## src/logic/mpl_defines.vh

```
// Register map, field positions and reset values of the machine panel block.
// Included by every file of the block.
`ifndef MPL_DEFINES_VH
`define MPL_DEFINES_VH
`define MPL_ADDR_W          4
`define MPL_OFS_OT_CFG      4'h0
`define MPL_OFS_RST_CFG     4'h1
`define MPL_OFS_CTRL        4'h2
`define MPL_OFS_STATUS      4'h3
`define MPL_OFS_IRQ_STAT    4'h4
`define MPL_OFS_IRQ_MASK    4'h5
`define MPL_OFS_MODES       4'h6
`define MPL_OT_POL_BIT      0
`define MPL_OT_XYZ_BIT      1
`define MPL_OT_AX4_BIT      3
`define MPL_OT_AX5_BIT      4
`define MPL_OT_SEL_LO_BIT   6
`define MPL_OT_SEL_HI_BIT   7
`define MPL_RST_EN_BIT      0
`define MPL_CTRL_ESTOP_IGN  0
`define MPL_OT_CFG_RST      8'h00
`define MPL_RST_CFG_RST     8'h01
`define MPL_CTRL_RST        8'h00
`define MPL_IRQ_ESTOP       0
`define MPL_IRQ_OT          1
`define MPL_IRQ_M01         2
`define MPL_IRQ_RESET       3
`define MPL_IRQ_W           4
`define MPL_LIM_OFF         2'b00
`define MPL_LIM_COMB        2'b01
`define MPL_LIM_SEP         2'b10
`define MPL_SYNC_STAGES     2
`endif

```

## src/logic/mpl_panel_top.v

```verilog
// Machine panel, emergency stop, overtravel, beacon and reset key logic.
// Assumes pins are asynchronous, core signals share clk_sys, and a plain register port.
// Notes on behaviour
// - Auxiliary lock applies only in automatic, MDI or DNC mode.
// - Single block applies only in automatic, MDI or DNC mode.
// - Dry run applies only in automatic, MDI or DNC mode.
// - Dry run state frozen while a program executes.
// - Optional stop key toggles optional stop state and indicator in automatic, MDI or DNC mode only.
// - M01 with optional stop active halts until cycle start.
// - Emergency input open raises alarm and drops drive enable.
// - Emergency input acted on when ignore flag is 0.
// - Limit selector 10 separate, 01 combined, 00 or 11 off.
// - Separate mode checks minus and plus inputs of every axis.
// - Combined mode uses one input per axis (plus for X, minus for the others); motion direction unused.
// - XYZ alarm level: open input if polarity 1, closed if 0.
// - XYZ overtravel checked only when check bit set.
// - Fourth and fifth axis limits each need their enable bit.
// - Overtravel alarm clears only on reset key after input returns.
// - Yellow idle, green automatic running, red on any alarm.
// - Reset key acted on only when reset enable bit is 1.
// - Enabled reset in automatic mode resets and returns cursor.
`include "mpl_defines.vh"
module mpl_panel_top (
    clk_sys,
    rst_b,
    reg_addr,
    reg_wdata,
    reg_wr,
    reg_rd,
    reg_rdata,
    irq,
    mode_auto,
    mode_mdi,
    mode_dnc,
    prog_running,
    m01_exec,
    axis_dir_neg,
    key_aux_lock,
    key_single_block,
    key_dry_run,
    key_opt_stop,
    key_cycle_start,
    key_reset,
    ext_estop_in,
    x_minus_limit_in,
    x_plus_limit_in,
    y_minus_limit_in,
    y_plus_limit_in,
    z_minus_limit_in,
    z_plus_limit_in,
    axis4_minus_limit_in,
    axis4_plus_limit_in,
    axis5_minus_limit_in,
    axis5_plus_limit_in,
    aux_lock_led,
    single_block_led,
    dry_run_led,
    opt_stop_led,
    aux_lock_act,
    single_block_act,
    dry_run_act,
    prog_hold,
    estop_alarm,
    overtravel_alarm,
    drive_enable_out,
    sys_reset_pulse,
    cursor_home_pulse,
    beacon_yellow,
    beacon_green,
    beacon_red
);
    input  wire                   clk_sys;
    input  wire                   rst_b;
    input  wire [`MPL_ADDR_W-1:0] reg_addr;
    input  wire [7:0]             reg_wdata;
    input  wire                   reg_wr;
    input  wire                   reg_rd;
    output wire [7:0]             reg_rdata;
    output wire                   irq;
    input  wire                   mode_auto;
    input  wire                   mode_mdi;
    input  wire                   mode_dnc;
    input  wire                   prog_running;
    input  wire                   m01_exec;
    input  wire [4:0]             axis_dir_neg;
    input  wire                   key_aux_lock;
    input  wire                   key_single_block;
    input  wire                   key_dry_run;
    input  wire                   key_opt_stop;
    input  wire                   key_cycle_start;
    input  wire                   key_reset;
    input  wire                   ext_estop_in;
    input  wire                   x_minus_limit_in;
    input  wire                   x_plus_limit_in;
    input  wire                   y_minus_limit_in;
    input  wire                   y_plus_limit_in;
    input  wire                   z_minus_limit_in;
    input  wire                   z_plus_limit_in;
    input  wire                   axis4_minus_limit_in;
    input  wire                   axis4_plus_limit_in;
    input  wire                   axis5_minus_limit_in;
    input  wire                   axis5_plus_limit_in;
    output wire                   aux_lock_led;
    output wire                   single_block_led;
    output wire                   dry_run_led;
    output wire                   opt_stop_led;
    output wire                   aux_lock_act;
    output wire                   single_block_act;
    output wire                   dry_run_act;
    output wire                   prog_hold;
    output wire                   estop_alarm;
    output wire                   overtravel_alarm;
    output wire                   drive_enable_out;
    output wire                   sys_reset_pulse;
    output wire                   cursor_home_pulse;
    output wire                   beacon_yellow;
    output wire                   beacon_green;
    output wire                   beacon_red;

    // Pin synchronisation: 6 keys, estop, 10 limits
    wire [16:0] pins_raw;
    wire [16:0] pins_s;
    assign pins_raw = {axis5_plus_limit_in, axis5_minus_limit_in, axis4_plus_limit_in, axis4_minus_limit_in,
                       z_plus_limit_in, z_minus_limit_in, y_plus_limit_in, y_minus_limit_in,
                       x_plus_limit_in, x_minus_limit_in, ~ext_estop_in,
                       key_reset, key_cycle_start, key_opt_stop, key_dry_run, key_single_block, key_aux_lock};

    mpl_sync #(.W(17)) u_sync (
        .clk_sys (clk_sys),
        .rst_b   (rst_b),
        .d_in    (pins_raw),
        .q_out   (pins_s)
    );

    wire [5:0] keys_s;
    assign keys_s = pins_s[5:0];
    wire       estop_s;
    // Carried inverted so the cleared synchroniser reads a closed loop, no false trip after reset
    assign estop_s = ~pins_s[6];

    reg  [5:0] keys_d_ff;
    wire [5:0] key_press;
    assign key_press = keys_s & ~keys_d_ff;

    reg  [7:0]            ot_cfg_ff;
    reg  [7:0]            rst_cfg_ff;
    reg  [7:0]            ctrl_ff;
    reg  [`MPL_IRQ_W-1:0] irq_stat_ff;
    reg  [`MPL_IRQ_W-1:0] irq_mask_ff;
    reg  [7:0]            rdata_ff;
    reg                   aux_ff;
    reg                   sblk_ff;
    reg                   dry_ff;
    reg                   opt_ff;
    reg                   hold_ff;
    reg                   estop_ff;
    reg                   rst_pulse_ff;
    reg                   home_pulse_ff;

    wire auto_like;
    assign auto_like = mode_auto | mode_mdi | mode_dnc;

    // Mode key toggles
    always @(posedge clk_sys) begin
        if (!rst_b) begin
            keys_d_ff <= 6'h0;
            aux_ff    <= 1'b0;
            sblk_ff   <= 1'b0;
            dry_ff    <= 1'b0;
            opt_ff    <= 1'b0;
        end else begin
            keys_d_ff <= keys_s;
            if (key_press[0])
                aux_ff <= ~aux_ff;
            if (key_press[1])
                sblk_ff <= ~sblk_ff;
            // Ignoring the key while running keeps feed rate stable mid-program
            if (key_press[2] && !prog_running)
                dry_ff <= ~dry_ff;
            if (key_press[3] && auto_like)
                opt_ff <= ~opt_ff;
        end
    end

    assign aux_lock_led     = aux_ff;
    assign single_block_led = sblk_ff;
    assign dry_run_led      = dry_ff;
    assign opt_stop_led     = opt_ff;
    assign aux_lock_act     = aux_ff & auto_like;
    assign single_block_act = sblk_ff & auto_like;
    assign dry_run_act      = dry_ff & auto_like;

    // Optional stop hold
    wire m01_hit;
    assign m01_hit = m01_exec & opt_ff & auto_like;
    always @(posedge clk_sys) begin
        if (!rst_b)
            hold_ff <= 1'b0;
        else if (m01_hit)
            hold_ff <= 1'b1;
        else if (key_press[4])
            hold_ff <= 1'b0;
    end
    assign prog_hold = hold_ff;

    // Emergency stop: input low means the +24V loop is open
    wire estop_trip;
    assign estop_trip = !estop_s && !ctrl_ff[`MPL_CTRL_ESTOP_IGN];
    always @(posedge clk_sys) begin
        if (!rst_b)
            estop_ff <= 1'b0;
        else
            estop_ff <= estop_trip;
    end
    assign estop_alarm      = estop_ff;
    assign drive_enable_out = !estop_ff;

    // Reset key gating
    wire reset_key_ok;
    assign reset_key_ok = key_press[5] & rst_cfg_ff[`MPL_RST_EN_BIT];
    always @(posedge clk_sys) begin
        if (!rst_b) begin
            rst_pulse_ff  <= 1'b0;
            home_pulse_ff <= 1'b0;
        end else begin
            rst_pulse_ff  <= reset_key_ok;
            home_pulse_ff <= reset_key_ok & mode_auto;
        end
    end
    assign sys_reset_pulse   = rst_pulse_ff;
    assign cursor_home_pulse = home_pulse_ff;

    // Overtravel supervision
    wire [1:0] lim_sel;
    assign lim_sel = {ot_cfg_ff[`MPL_OT_SEL_HI_BIT], ot_cfg_ff[`MPL_OT_SEL_LO_BIT]};
    // Polarity 1 means open circuit alarms, so alarm level is 0
    wire lvl_xyz;
    assign lvl_xyz = !ot_cfg_ff[`MPL_OT_POL_BIT];
    wire [4:0] ax_en;
    assign ax_en = {ot_cfg_ff[`MPL_OT_AX5_BIT], ot_cfg_ff[`MPL_OT_AX4_BIT],
                    {3{ot_cfg_ff[`MPL_OT_XYZ_BIT]}}};
    wire [4:0] ax_alarm;

    genvar gi;
    generate
        for (gi = 0; gi < 5; gi = gi + 1) begin : g_axis
            mpl_axis_limit u_lim (
                .clk_sys      (clk_sys),
                .rst_b        (rst_b),
                .mode_sel     (lim_sel),
                .axis_en      (ax_en[gi]),
                .alarm_level  (gi < 3 ? lvl_xyz : 1'b0),
                .minus_in     (pins_s[7+2*gi]),
                .plus_in      (gi == 0 || lim_sel != `MPL_LIM_COMB ? pins_s[8+2*gi] : pins_s[7+2*gi]),
                .move_dir_neg (axis_dir_neg[gi]),
                .clear        (reset_key_ok),
                .alarm        (ax_alarm[gi])
            );
        end
    endgenerate
    assign overtravel_alarm = |ax_alarm;

    // Beacon
    wire any_alarm;
    assign any_alarm     = estop_ff | overtravel_alarm;
    assign beacon_red    = any_alarm;
    assign beacon_green  = !any_alarm && mode_auto && prog_running;
    assign beacon_yellow = !any_alarm && !(mode_auto && prog_running);

    // Register port and sticky interrupt status
    reg  [4:0] ax_alarm_d_ff;
    wire [`MPL_IRQ_W-1:0] ev_all;
    assign ev_all = {reset_key_ok, m01_hit, |(ax_alarm & ~ax_alarm_d_ff), estop_trip & !estop_ff};

    always @(posedge clk_sys) begin
        if (!rst_b) begin
            ot_cfg_ff     <= `MPL_OT_CFG_RST;
            rst_cfg_ff    <= `MPL_RST_CFG_RST;
            ctrl_ff       <= `MPL_CTRL_RST;
            irq_mask_ff   <= {`MPL_IRQ_W{1'b0}};
            irq_stat_ff   <= {`MPL_IRQ_W{1'b0}};
            ax_alarm_d_ff <= 5'h0;
            rdata_ff      <= 8'h00;
        end else begin
            ax_alarm_d_ff <= ax_alarm;
            if (reg_wr) begin
                if (reg_addr == `MPL_OFS_OT_CFG)
                    ot_cfg_ff <= reg_wdata;
                else if (reg_addr == `MPL_OFS_RST_CFG)
                    rst_cfg_ff <= reg_wdata;
                else if (reg_addr == `MPL_OFS_CTRL)
                    ctrl_ff <= reg_wdata;
                else if (reg_addr == `MPL_OFS_IRQ_MASK)
                    irq_mask_ff <= reg_wdata[`MPL_IRQ_W-1:0];
            end
            // New event wins over a write-one clear in the same cycle
            if (reg_wr && reg_addr == `MPL_OFS_IRQ_STAT)
                irq_stat_ff <= (irq_stat_ff & ~reg_wdata[`MPL_IRQ_W-1:0]) | ev_all;
            else
                irq_stat_ff <= irq_stat_ff | ev_all;
            rdata_ff <= 8'h00;
            if (reg_rd) begin
                if (reg_addr == `MPL_OFS_OT_CFG)
                    rdata_ff <= ot_cfg_ff;
                else if (reg_addr == `MPL_OFS_RST_CFG)
                    rdata_ff <= rst_cfg_ff;
                else if (reg_addr == `MPL_OFS_CTRL)
                    rdata_ff <= ctrl_ff;
                else if (reg_addr == `MPL_OFS_STATUS)
                    rdata_ff <= {overtravel_alarm ? ax_alarm : 5'h0, hold_ff, !estop_ff, estop_ff};
                else if (reg_addr == `MPL_OFS_IRQ_STAT)
                    rdata_ff <= {4'h0, irq_stat_ff};
                else if (reg_addr == `MPL_OFS_IRQ_MASK)
                    rdata_ff <= {4'h0, irq_mask_ff};
                else if (reg_addr == `MPL_OFS_MODES)
                    rdata_ff <= {4'h0, opt_ff, dry_ff, sblk_ff, aux_ff};
            end
        end
    end

    assign reg_rdata = rdata_ff;
    assign irq       = |(irq_stat_ff & irq_mask_ff);
endmodule // mpl_panel_top

```

## src/logic/mpl_sync.v

```verilog
// Two flip-flop synchroniser for a bus of asynchronous pin levels.
// Assumes pins are slow levels; no glitch filtering is done here.
`include "mpl_defines.vh"
module mpl_sync #(
    parameter W = 1
) (
    clk_sys,
    rst_b,
    d_in,
    q_out
);
    input  wire         clk_sys;
    input  wire         rst_b;
    input  wire [W-1:0] d_in;
    output wire [W-1:0] q_out;

    reg [W-1:0] meta_ff;
    reg [W-1:0] sync_ff;

    always @(posedge clk_sys) begin
        if (!rst_b) begin
            meta_ff <= {W{1'b0}};
            sync_ff <= {W{1'b0}};
        end else begin
            meta_ff <= d_in;
            sync_ff <= meta_ff;
        end
    end

    assign q_out = sync_ff;
endmodule // mpl_sync

```

## src/logic/mpl_axis_limit.v

```verilog
// Overtravel detection of one axis in separate or combined limit mode.
// Assumes inputs are already synchronised; alarm is a sticky latch cleared by the caller's reset key.
`include "mpl_defines.vh"
module mpl_axis_limit (
    clk_sys,
    rst_b,
    mode_sel,
    axis_en,
    alarm_level,
    minus_in,
    plus_in,
    move_dir_neg,
    clear,
    alarm
);
    input  wire       clk_sys;
    input  wire       rst_b;
    input  wire [1:0] mode_sel;
    input  wire       axis_en;
    input  wire       alarm_level;
    input  wire       minus_in;
    input  wire       plus_in;
    input  wire       move_dir_neg;
    input  wire       clear;
    output wire       alarm;

    reg  alarm_ff;
    reg  nxt_alarm;
    wire hit_minus;
    wire hit_plus;
    wire trip;

    assign hit_minus = (minus_in == alarm_level);
    assign hit_plus  = (plus_in == alarm_level);
    // Combined mode: single input on plus_in, direction of motion not used
    assign trip = axis_en &&
                  ((mode_sel == `MPL_LIM_SEP  && (hit_minus || hit_plus)) ||
                   (mode_sel == `MPL_LIM_COMB && hit_plus));

    always @* begin
        nxt_alarm = alarm_ff;
        // Clear only once input has returned; an active trip wins over clear
        if (trip)
            nxt_alarm = 1'b1;
        else if (clear)
            nxt_alarm = 1'b0;
    end

    always @(posedge clk_sys) begin
        if (!rst_b)
            alarm_ff <= 1'b0;
        else
            alarm_ff <= nxt_alarm;
    end

    assign alarm = alarm_ff;

    wire unused_dir = move_dir_neg;
endmodule // mpl_axis_limit

```

## config.mk

```make
export PLATFORM = sky130hd
export DESIGN_NAME = mpl_panel_top
export DESIGN_NICKNAME = d
export VERILOG_FILES = /design/src/logic/mpl_panel_top.v /design/src/logic/mpl_sync.v /design/src/logic/mpl_axis_limit.v
export VERILOG_INCLUDE_DIRS = /design/src /design/src/logic
export SDC_FILE = /design/constraint.sdc
export NUM_CORES = 1
export LEC_CHECK = 0
export BUFFER_PORTS_ARGS = -buffer_cell sky130_fd_sc_hd__buf_2
export CORE_MARGIN = 8
export CORE_UTILIZATION = 35
export DETAILED_ROUTE_END_ITERATION = 10
export PLACE_DENSITY = 0.65
export SLEW_MARGIN = 20
export SYNTH_ARGS = -nofsm -noshare
export SYNTH_HDL_FRONTEND = slang
export SYNTH_SLANG_ARGS = --single-unit
```

## constraint.sdc

```tcl
create_clock -name clk_sys -period 1.1 [get_ports clk_sys]
set_input_delay 0.11 -clock clk_sys [delete_from_list [all_inputs] [get_ports clk_sys]]
set_output_delay 0.11 -clock clk_sys [all_outputs]
set_load 0.02 [all_outputs]
```

# Word-level counts from Yosys, hierarchy flattened

Index checks and enable logic that the tools add are counted.

$add $sub $neg: 0
Multipliers: 0
Divide/modulo/power cells: 0
Magnitude comparators: 0
Equal/unequal tests: 15
Shift-type cells: 0
Multiplexer cells: 21
Bitwise operators: 32
Reductions and logical operators: 54

Operators by type and width:

| operator                                             | count |
|---|---|
| 2-to-1 mux 8 bit                                     | 4 |
| logical AND 1 bit                                    | 23 |
| 2-to-1 mux 4 bit                                     | 4 |
| equality test 4 x 3 -> 1 bit (second input constant) | 3 |
| 2-to-1 mux 1 bit                                     | 12 |
| NOT 1 bit                                            | 12 |
| nonzero test 2 bit                                   | 6 |
| logical OR 1 bit                                     | 10 |
| OR reduction 5 bit                                   | 2 |
| AND 1 bit                                            | 8 |
| AND 4 bit                                            | 2 |
| equality test 4 x 2 -> 1 bit (second input constant) | 2 |
| bitwise OR 4 bit                                     | 2 |
| AND 6 bit                                            | 1 |
| equality test 1 bit                                  | 6 |
| logical NOT 1 bit                                    | 6 |
| NOT 6 bit                                            | 1 |
| AND 5 bit                                            | 1 |
| 2-to-1 mux 5 bit                                     | 1 |
| NOT 5 bit                                            | 1 |
| AND reduction 5 bit                                  | 1 |
| equality test 4 x 1 -> 1 bit (second input constant) | 1 |
| logical NOT 4 bit                                    | 1 |
| NOT 4 bit                                            | 1 |
| 8 further kinds                                      | 11 |

Register bits after elaboration: 98
Latch bits: 0
RAM bits: 0
ROM bits: 0
Bits of input ports: 43
Output and inout bits: 25
Logic and storage cells: 145
Memories kept: 0

# Logic depth before layout (Yosys ltp)

Gate-level depths: netlist (run 1).

Depth in word-level cells: 8
Gate-level depth with buffers: 5
Gate-level depth less buffers: 4

# Cells and area by module

Synthesis (run 1) repeated with hierarchy kept, for this count alone.

Cell total of the unflattened synthesis: 383
Area total of the unflattened synthesis: 4060.1 um2

Modules (own cells, without submodules):

| module         | instances | cells an instance | area an instance (um2) |
|---|---|---|---|
| mpl_panel_top  | 1         | 267               | 2671.3 |
| mpl_sync       | 1         | 71                | 950.9 |
| mpl_axis_limit | 5         | 9                 | 87.6 |

# Worst setup path before layout (run 1)

No wires, ideal clock.

Path type: flip-flop to output port
From: register estop_ff, in the netlist estop_alarm
To: output port beacon_yellow
Arrival time: 1.272 ns
Data required time: 0.990 ns
Path slack: -0.282 ns
Stages on the path, launching flop included: 4
Path buffers: 0
Cell sequence: dfxtp_1 -> inv_1 -> nand3_1 -> a21oi_1

Word-level cells in the longest chain between the ends: 3

Ends and longest elaborated chain:

| item                   | RTL line            | RTL |
|---|---|---|
| start, declared        | mpl_panel_top.v:156 | `reg estop_ff;` |
| start signal, assigned | mpl_panel_top.v:213 | `estop_ff <= estop_trip;` |
| bitwise OR 1 bit       | mpl_panel_top.v:265 | `assign any_alarm = estop_ff \| overtravel_alarm;` |
| net beacon_red         | mpl_panel_top.v:118 | `output wire beacon_red;` |
| logical NOT 1 bit      | mpl_panel_top.v:268 | `assign beacon_yellow = !any_alarm && !(mode_auto && prog_running);` |
| logical AND 1 bit      | mpl_panel_top.v:268 |  |
| end, declared          | mpl_panel_top.v:116 | `output wire beacon_yellow;` |

The timed path passes the listed nets, and every way through them passes these cells.

# Worst setup path in the final report (run 1)

From: register g_axis[4].u_lim.alarm_ff
To: output port beacon_yellow

Word-level cells in the longest chain between the ends: 4

Ends and longest elaborated chain:

| item                   | RTL line            | RTL |
|---|---|---|
| start, declared        | mpl_axis_limit.v:27 | `reg alarm_ff;` |
| start signal, assigned | mpl_axis_limit.v:53 | `alarm_ff <= nxt_alarm;` |
| OR reduction 5 bit     | mpl_panel_top.v:261 | `assign overtravel_alarm = \|ax_alarm;` |
| bitwise OR 1 bit       | mpl_panel_top.v:265 |  |
| logical NOT 1 bit      | mpl_panel_top.v:268 |  |
| logical AND 1 bit      | mpl_panel_top.v:268 |  |

Every way passes these cells.

==> flow_metrics.tcl, run 1 <==
set metrics [dict create \
    synth_cell_type_count 49 \
    routed_via_density 4.61 \
    hold_path_class "input pin to register" \
    ios 68 \
    grt-ovfl-total 0 \
    worst_pin_slew_ns 0.332 \
    final_nets 534 \
    seq_area_sq_mm 0.00198 \
    initial_core_util 0.360 \
    wl_microns 8730 \
    tns_ns -2.05 \
    grt_use_total 0.123 \
    multi_input_area_sq_mm 0.00176 \
    cpMaxStageDelayCell "dfxtp_2" \
    holdCritStartpoint "rst_b" \
    die_width_microns 119 \
    path_delay_family "flip-flops" \
    holdPathStages 2 \
    grt_pass1_vias 2870 \
    combPwrFrac 0.105 \
    clkSinkCount 98 \
    async_flop_share 0 \
    r2r_end "reg_rdata[1]" \
    syn_avg_cell_area_sq_um 10.1 \
    clock_latency_ns 0.36 \
    grt_max_degree 38 \
    crit_start "g_axis[4].u_lim.alarm" \
    fp.coreArea_sq_mm 0.0103 \
    fin_crit_sh 1.34 \
    power_density_mw_per_mm2 1250 \
    ys_seq_area_frac 0.528 \
    grt_setup_unrepaired "true" \
    detailed_place_hpwl_microns 6300 \
    cts_made_buffers 9 \
    die_area_sq_mm 0.0142 \
    dieHeight_microns 119 \
    fin_worst_skew_ns 0.0105 \
    peakVddDrop_mv 0.766 \
    power_switching_uw 1590 \
    clk_path_buf_depth 2 \
    min_to "rst_cfg_ff[0]" \
    critPathBufInv 2 \
    violations "negative setup slack" \
    clockRootBuffer "clkbuf_8" \
    rows 37 \
    maxSlewHeadroom 0.778 \
    synth_ff_type "dfxtp_1" \
    crit_path_end_kind "output port" \
    drive_gt1_frac 0.359 \
    cts.clk_slew.worst_paths_ns 0.09 \
    intPower_uw 4850 \
    syn_inst 367 \
    drtIter0Drc 98 \
    status "complete, but fails checks" \
    ys_ff_latch 98 \
    firstDrtPassIters 4 \
    cellLeakagePower_uw 0.00234 \
    yosysWarnings 0 \
    num_vias 2913 \
    wire_per_inst_microns 13.8 \
    drcViolationCount 0 \
    r2r_start "estop_alarm" \
    worst-setup-path-type "register to output port" \
    ff2ff_path_depth 6 \
    antenna_found_initial 0 \
    grt_pass1_wl_microns 14200 \
    rrSetupSlack_ns -0.14 \
    cap_violations 0 \
    setup_viol 13 \
    ant_nets 0 \
    nFillCells 922 \
    netlist_area_sq_mm 0.00371 \
    crit_fanout 3 \
    htree_levels 3 \
    cts_tree "done" \
    report.final.slew_viol_count 0 \
    fmax_ghz 0.677 \
    fin_ws_ns -0.377 \
    synth-edff-count 0 \
    synth.net_count 410 \
    portBuffers 62 \
    holdWs_ns 0.0201 \
    startpoint_type "register" \
    n_antenna_cell 0 \
    pwr-share-seq 0.572 \
    cp.required_ns 0.99 \
    crit_chain "nor3_2 -> buf_4 -> nand3_4 -> a21oi_4 -> buf_6" \
    gp_congestion 0.825 \
    max_stage_delay_ns 0.33 \
    p_sw_frac 0.247 \
    syn_to_final_growth_pct 38.8 \
    finalHoldViolCount 0 \
    arrival_ns 1.37 \
    fin_crit_ns 1.48 \
    power.share.clock 0.322 \
]
-- cell usage after synthesis (all sizes together), types with 2 or more instances --
library cell  count  area share
dfxtp            98        0.53
nor2b             8       0.013
a21o              4      0.0081
nor2             51       0.052
a32o              5       0.013
nand2            15       0.015
a21oi             6      0.0081
nor3b             4       0.011
and2             41       0.069
buf              11       0.020
nor3              5      0.0067
o22a              4      0.0094
nand3             3      0.0067
a22oi             2      0.0040
o21ai             8       0.011
xnor2            10       0.024
nand2b            5      0.0084
a22o              4      0.0094
mux2i            41        0.11
o22ai             3      0.0051
mux2              2      0.0061
a21boi            2      0.0040
clkbuf            7      0.0071
inv              10       0.010
-- layer usage --
layer,GRT usage,part of all wire,up-vias
met4,0.0379,0.012,0
met2,0.199,0.49,55
met3,0.0364,0.045,12
li1,-,-,1483
met1,0.153,0.45,1363
met5,0,0,-
-- state kept, by name (all words and copies together) (netlist names) --
register            flops
u_sync.meta_ff         17
u_sync.q_out           17
ctrl_ff                 8
ot_cfg_ff               8
reg_rdata               8
rst_cfg_ff              8
keys_d_ff               6
ax_alarm_d_ff           5
g_axis.u_lim.alarm      5
irq_mask_ff             4
irq_stat_ff             4
aux_lock_led            1
cursor_home_pulse       1
dry_run_led             1
estop_alarm             1
opt_stop_led            1
prog_hold               1
single_block_led        1
sys_reset_pulse         1
-- power groups by stage --
stage | Sequential [uW] | Clock, uW | Combinational (uW)
floorplan | 3770 | 0 | 302
global placement | 3770 | 0 | 563
detailed placement | 3770 | 0 | 568
CTS | 3680 | 2150 | 645
global route | 3700 | 2300 | 741
finish | 3690 | 2070 | 679
-- cells by family after synthesis --
group | synth area share
flops | 0.528
buf+inv | 0.0371
xor+xnor | 0.0236
simple gates | 0.199
mux | 0.117
compound gates | 0.0960
-- worst register-to-register path: cells and delay by family, from the launching register on --
| family | cells | cell delay [ns] |
|---|---|---|
| AO/OA/AOI/OAI | 2 | 0.48 |
| buffers and inverters | 2 | 0.23 |
| flip-flops | 1 | 0.34 |
| AND/OR/NAND/NOR | 2 | 0.11 |
-- stage by stage --
step	setup WS (ns)	std cells	power (uW)	utilization	area [sq um]
floorplan	0.0135	367	4080	-	3750
global placement	-0.118	589	4330	0.436	4500
detailed placement	-0.157	589	4330	0.436	4500
CTS	-0.414	628	6480	0.483	4990
global route	-0.452	632	6740	0.499	5150
finish	-0.377	632	6440	0.499	5150
-- repair_timing --
item,in CTS,in global routing
setup endpoints to repair,14,22
hold buffers,17,0
setup buffers,7,5
hold endpoints to repair,17,0
pin swaps,11,5
resized for setup,36,36
-- cell usage in the layout, fill, tap and decap left out, types with 3 or more instances in the layout --
master,instances
buf_6,20
nand2_1,12
dfxtp_2,13
dfxtp_1,84
o22a_1,4
a32o_1,5
buf_4,39
buf_2,51
nor2_1,47
xnor2_1,8
a21oi_1,4
o22ai_1,3
nor3_1,4
a21o_1,4
inv_2,4
nand2b_1,3
inv_1,5
buf_12,4
dlygate4sd3_1,17
and2_1,41
mux2i_1,41
a22o_1,4
nor2b_1,7
o21ai_0,8
nand2_2,3
nor3b_1,3
clkbuf_8,9
-- worst max path at each step --
stage	end	slack, ns	depth (start not counted)
2_1_floorplan	reg_rdata[1]	0.01	4
3_3_place_gp	reg_rdata[2]	-0.12	4
3_5_place_dp	irq_stat_ff[0]	-0.16	6
4_1_cts	beacon_yellow	-0.41	5
5_1_grt	beacon_yellow	-0.45	5
6_report	beacon_yellow	-0.38	5
-- cell type report --
class | count | share of cell area
clock inverter | 6 | 0.00971
multi-input combinational | 241 | 0.342
inverter | 10 | 0.00777
timing repair buffer | 131 | 0.199
sequential | 98 | 0.384
tap | 136 | 0.0330
clock buffer | 10 | 0.0248
No activity file was read; power rests on OpenSTA's default activity.
==> run 2: changes to the inputs <==
Settings changed: ABC_AREA set to 1, PLACE_DENSITY 0.65 to 0.66, SLEW_MARGIN 20 to 15.
==> run 2 against run 1 <==
Against the previous run:
- the flow still finishes with violations (negative setup slack)
- count of clock-buffer cells in the layout shrank 1
- sequential share of layout area grew 1.4 points
- combinational power shrank 13%
- critical endpoint is now beacon_red
==> flow_metrics.tcl, run 2 <==
set metrics [dict create \
    portBuffers 62 \
    fp.coreArea_sq_mm 0.0102 \
    synth.top_cells.by_count "dfxtp_1, nand2_1, inv_1, a21oi_1, nor2_1" \
    clkSinkCount 98 \
    post-place-cells 698 \
    grt_max_degree 30 \
    min_to "ctrl_ff[6]" \
    holdCritStartpoint "reg_wdata[6]" \
    arrival_ns 1.40 \
    synth_ff_type "dfxtp_1" \
    grt_setup_unrepaired "true" \
    synth-edff-count 0 \
    routed_via_density 4.54 \
    cellLeakagePower_uw 0.00246 \
    firstDrtPassIters 4 \
    power_density_mw_per_mm2 1330 \
    synth_top_family_by_area "simple AND/OR/NAND/NOR gates" \
    dieHeight_microns 118 \
    synth_xor_xnor_area_share 0 \
    final_common_cell "nand2_1" \
    num_vias 3372 \
    ff2ff_path_depth 5 \
    drtIter0Drc 126 \
    synth_top_cell_by_area "dfxtp_1" \
    synth_compound_area_frac 0.126 \
    grt_pass1_vias 3266 \
    r2r_end "g_axis[0].u_lim.alarm" \
    startpoint_type "register" \
    yosysWarnings 0 \
    crit_fanout 3 \
    ios 68 \
    fmax_ghz 0.661 \
    fin_crit_ns 1.51 \
    met3WireLength_microns 473 \
    setup_viol 6 \
    netlist_area_sq_mm 0.00367 \
    ys_seq_area_frac 0.535 \
    synthTopCellsByArea "dfxtp_1, nand2_1, inv_1" \
    gp_congestion 0.862 \
    cts_made_buffers 9 \
    dr_wl_met2_microns 4560 \
    initial_core_util 0.358 \
    final_nets 645 \
    maxSlewHeadroom 0.800 \
    grt_pass1_wl_microns 15400 \
    nFillCells 995 \
    seq_area_sq_mm 0.00198 \
    async_flop_share 0 \
    report.final.slew_viol_count 0 \
    fin_crit_sh 1.38 \
    die_area_sq_mm 0.0140 \
    fin_area_sq_mm 0.00496 \
    clock_latency_ns 0.36 \
    crit_path_end_kind "output port" \
    wire_per_inst_microns 12.6 \
    wl_microns 9380 \
    hold_path_class "input pin to register" \
    r2r_start "ot_cfg_ff[0]" \
    cts_tree "done" \
    synth.net_count 522 \
    fin_worst_skew_ns 0.00921 \
    antenna_found_initial 0 \
    violations "negative setup slack" \
    clk_path_buf_depth 2 \
    routed.top_layer "met4" \
    n_antenna_cell 0 \
    multi_input_area_sq_mm 0.00136 \
    rows 37 \
    htree_levels 3 \
    syn_inst 479 \
    rrSetupSlack_ns 0 \
    grt-ovfl-total 0 \
    clockRootBuffer "clkbuf_8" \
    detailed_place_hpwl_microns 6830 \
    ys_ff_latch 98 \
    synth_fa_ha_area_frac 0 \
    finalHoldViolCount 0 \
    worst_pin_slew_ns 0.298 \
    drive_gt1_frac 0.280 \
    post_synth_and_or_nand_nor_area_fraction 0.226 \
    holdPathStages 3 \
    synth_top_area_frac 0.535 \
    worst-setup-path-type "register to output port" \
    cts.clk_slew.worst_paths_ns 0.10 \
    syn_to_final_growth_pct 35.4 \
    fin_cells 743 \
    syn_avg_cell_area_sq_um 7.65 \
    drcViolationCount 0 \
    placed_cell_area_sq_mm 0.00436 \
    ant_nets 0 \
    most-common-layout-cells "nand2_1, dfxtp_1, inv_1" \
    synth_cell_type_count 26 \
    synth_mux_area_frac 0 \
    wl_met1_microns 4150 \
    status "complete, but fails checks" \
    die_width_microns 118 \
    grt_use_total 0.135 \
    cap_violations 0 \
    cp.required_ns 0.99 \
    peakVddDrop_mv 0.796 \
    fin_ws_ns -0.413 \
]
run 2: metrics by stage:
| step | total power, uW | util | setup TNS, ns | hold slack, ns | setup slack (ns) |
|---|---|---|---|---|---|
| 2_1_floorplan | 4030 | - | -0.276 | 0.182 | -0.150 |
| 3_3_place_gp | 4260 | 0.426 | -1.51 | 0.291 | -0.0839 |
| 3_5_place_dp | 4270 | 0.426 | -2.18 | 0.291 | -0.0963 |
| 4_1_cts | 6670 | 0.480 | -1.55 | 0.0232 | -0.389 |
| 5_1_grt | 6910 | 0.485 | -2.41 | 0.0384 | -0.517 |
| 6_report | 6620 | 0.485 | -1.74 | 0.0327 | -0.413 |
run 2: metal layers:
layer / vias to the layer above / global-route usage
met1: 1529 / 0.156
met2: 79 / 0.231
met5: - / 0
li1: 1747 / -
met3: 17 / 0.0333
met4: 0 / 0.0616
run 2: what timing repair did:
action	CTS	global route
hold buffers	19	0
pin swaps	8	7
endpoints found under the setup margin	16	16
hold endpoints to repair	19	0
gates resized for setup	48	16
buffers inserted	8	2
run 2: worst max-delay path, cell delays in order (launching register included):
cell and delay [ns]:
dfxtp_2 0.34, nor2_4 0.12, nand4_1 0.23, buf_4 0.23
buf_6 0.12
run 2: worst max-delay path by stage:
stage,from,end,slack (ns),cells after the start
6_report,g_axis[2].u_lim.alarm,beacon_red,-0.41,4
3_3_place_gp,reg_addr[1],rst_cfg_ff[3],-0.08,8
2_1_floorplan,estop_alarm,beacon_yellow,-0.15,3
4_1_cts,g_axis[4].u_lim.alarm,beacon_green,-0.39,4
5_1_grt,g_axis[2].u_lim.alarm,beacon_green,-0.52,4
3_5_place_dp,reg_addr[1],rst_cfg_ff[3],-0.1,8
run 2: cell type report:
class / count / area share
clock buffer: 9 / 0.0250
clock inverter: 7 / 0.0151
inverter: 93 / 0.0709
multi-input combinational: 275 / 0.274
sequential: 98 / 0.399
tap: 136 / 0.0343
timing repair buffer: 125 / 0.182
run 2: kinds of logic (layout without fill, tap and decap cells):
logic type	Yosys count	after routing
flops	98	98
compound gates	87	87
simple gates	188	188
buf+inv	106	234
run 2: power breakdown:
part           internal (uW)  leakage [uW]  switching, uW
clock network           1070     0.0000975           1270
logic                    265       0.00155            329
registers               3650      0.000805           44.0
total                   4980       0.00246           1640
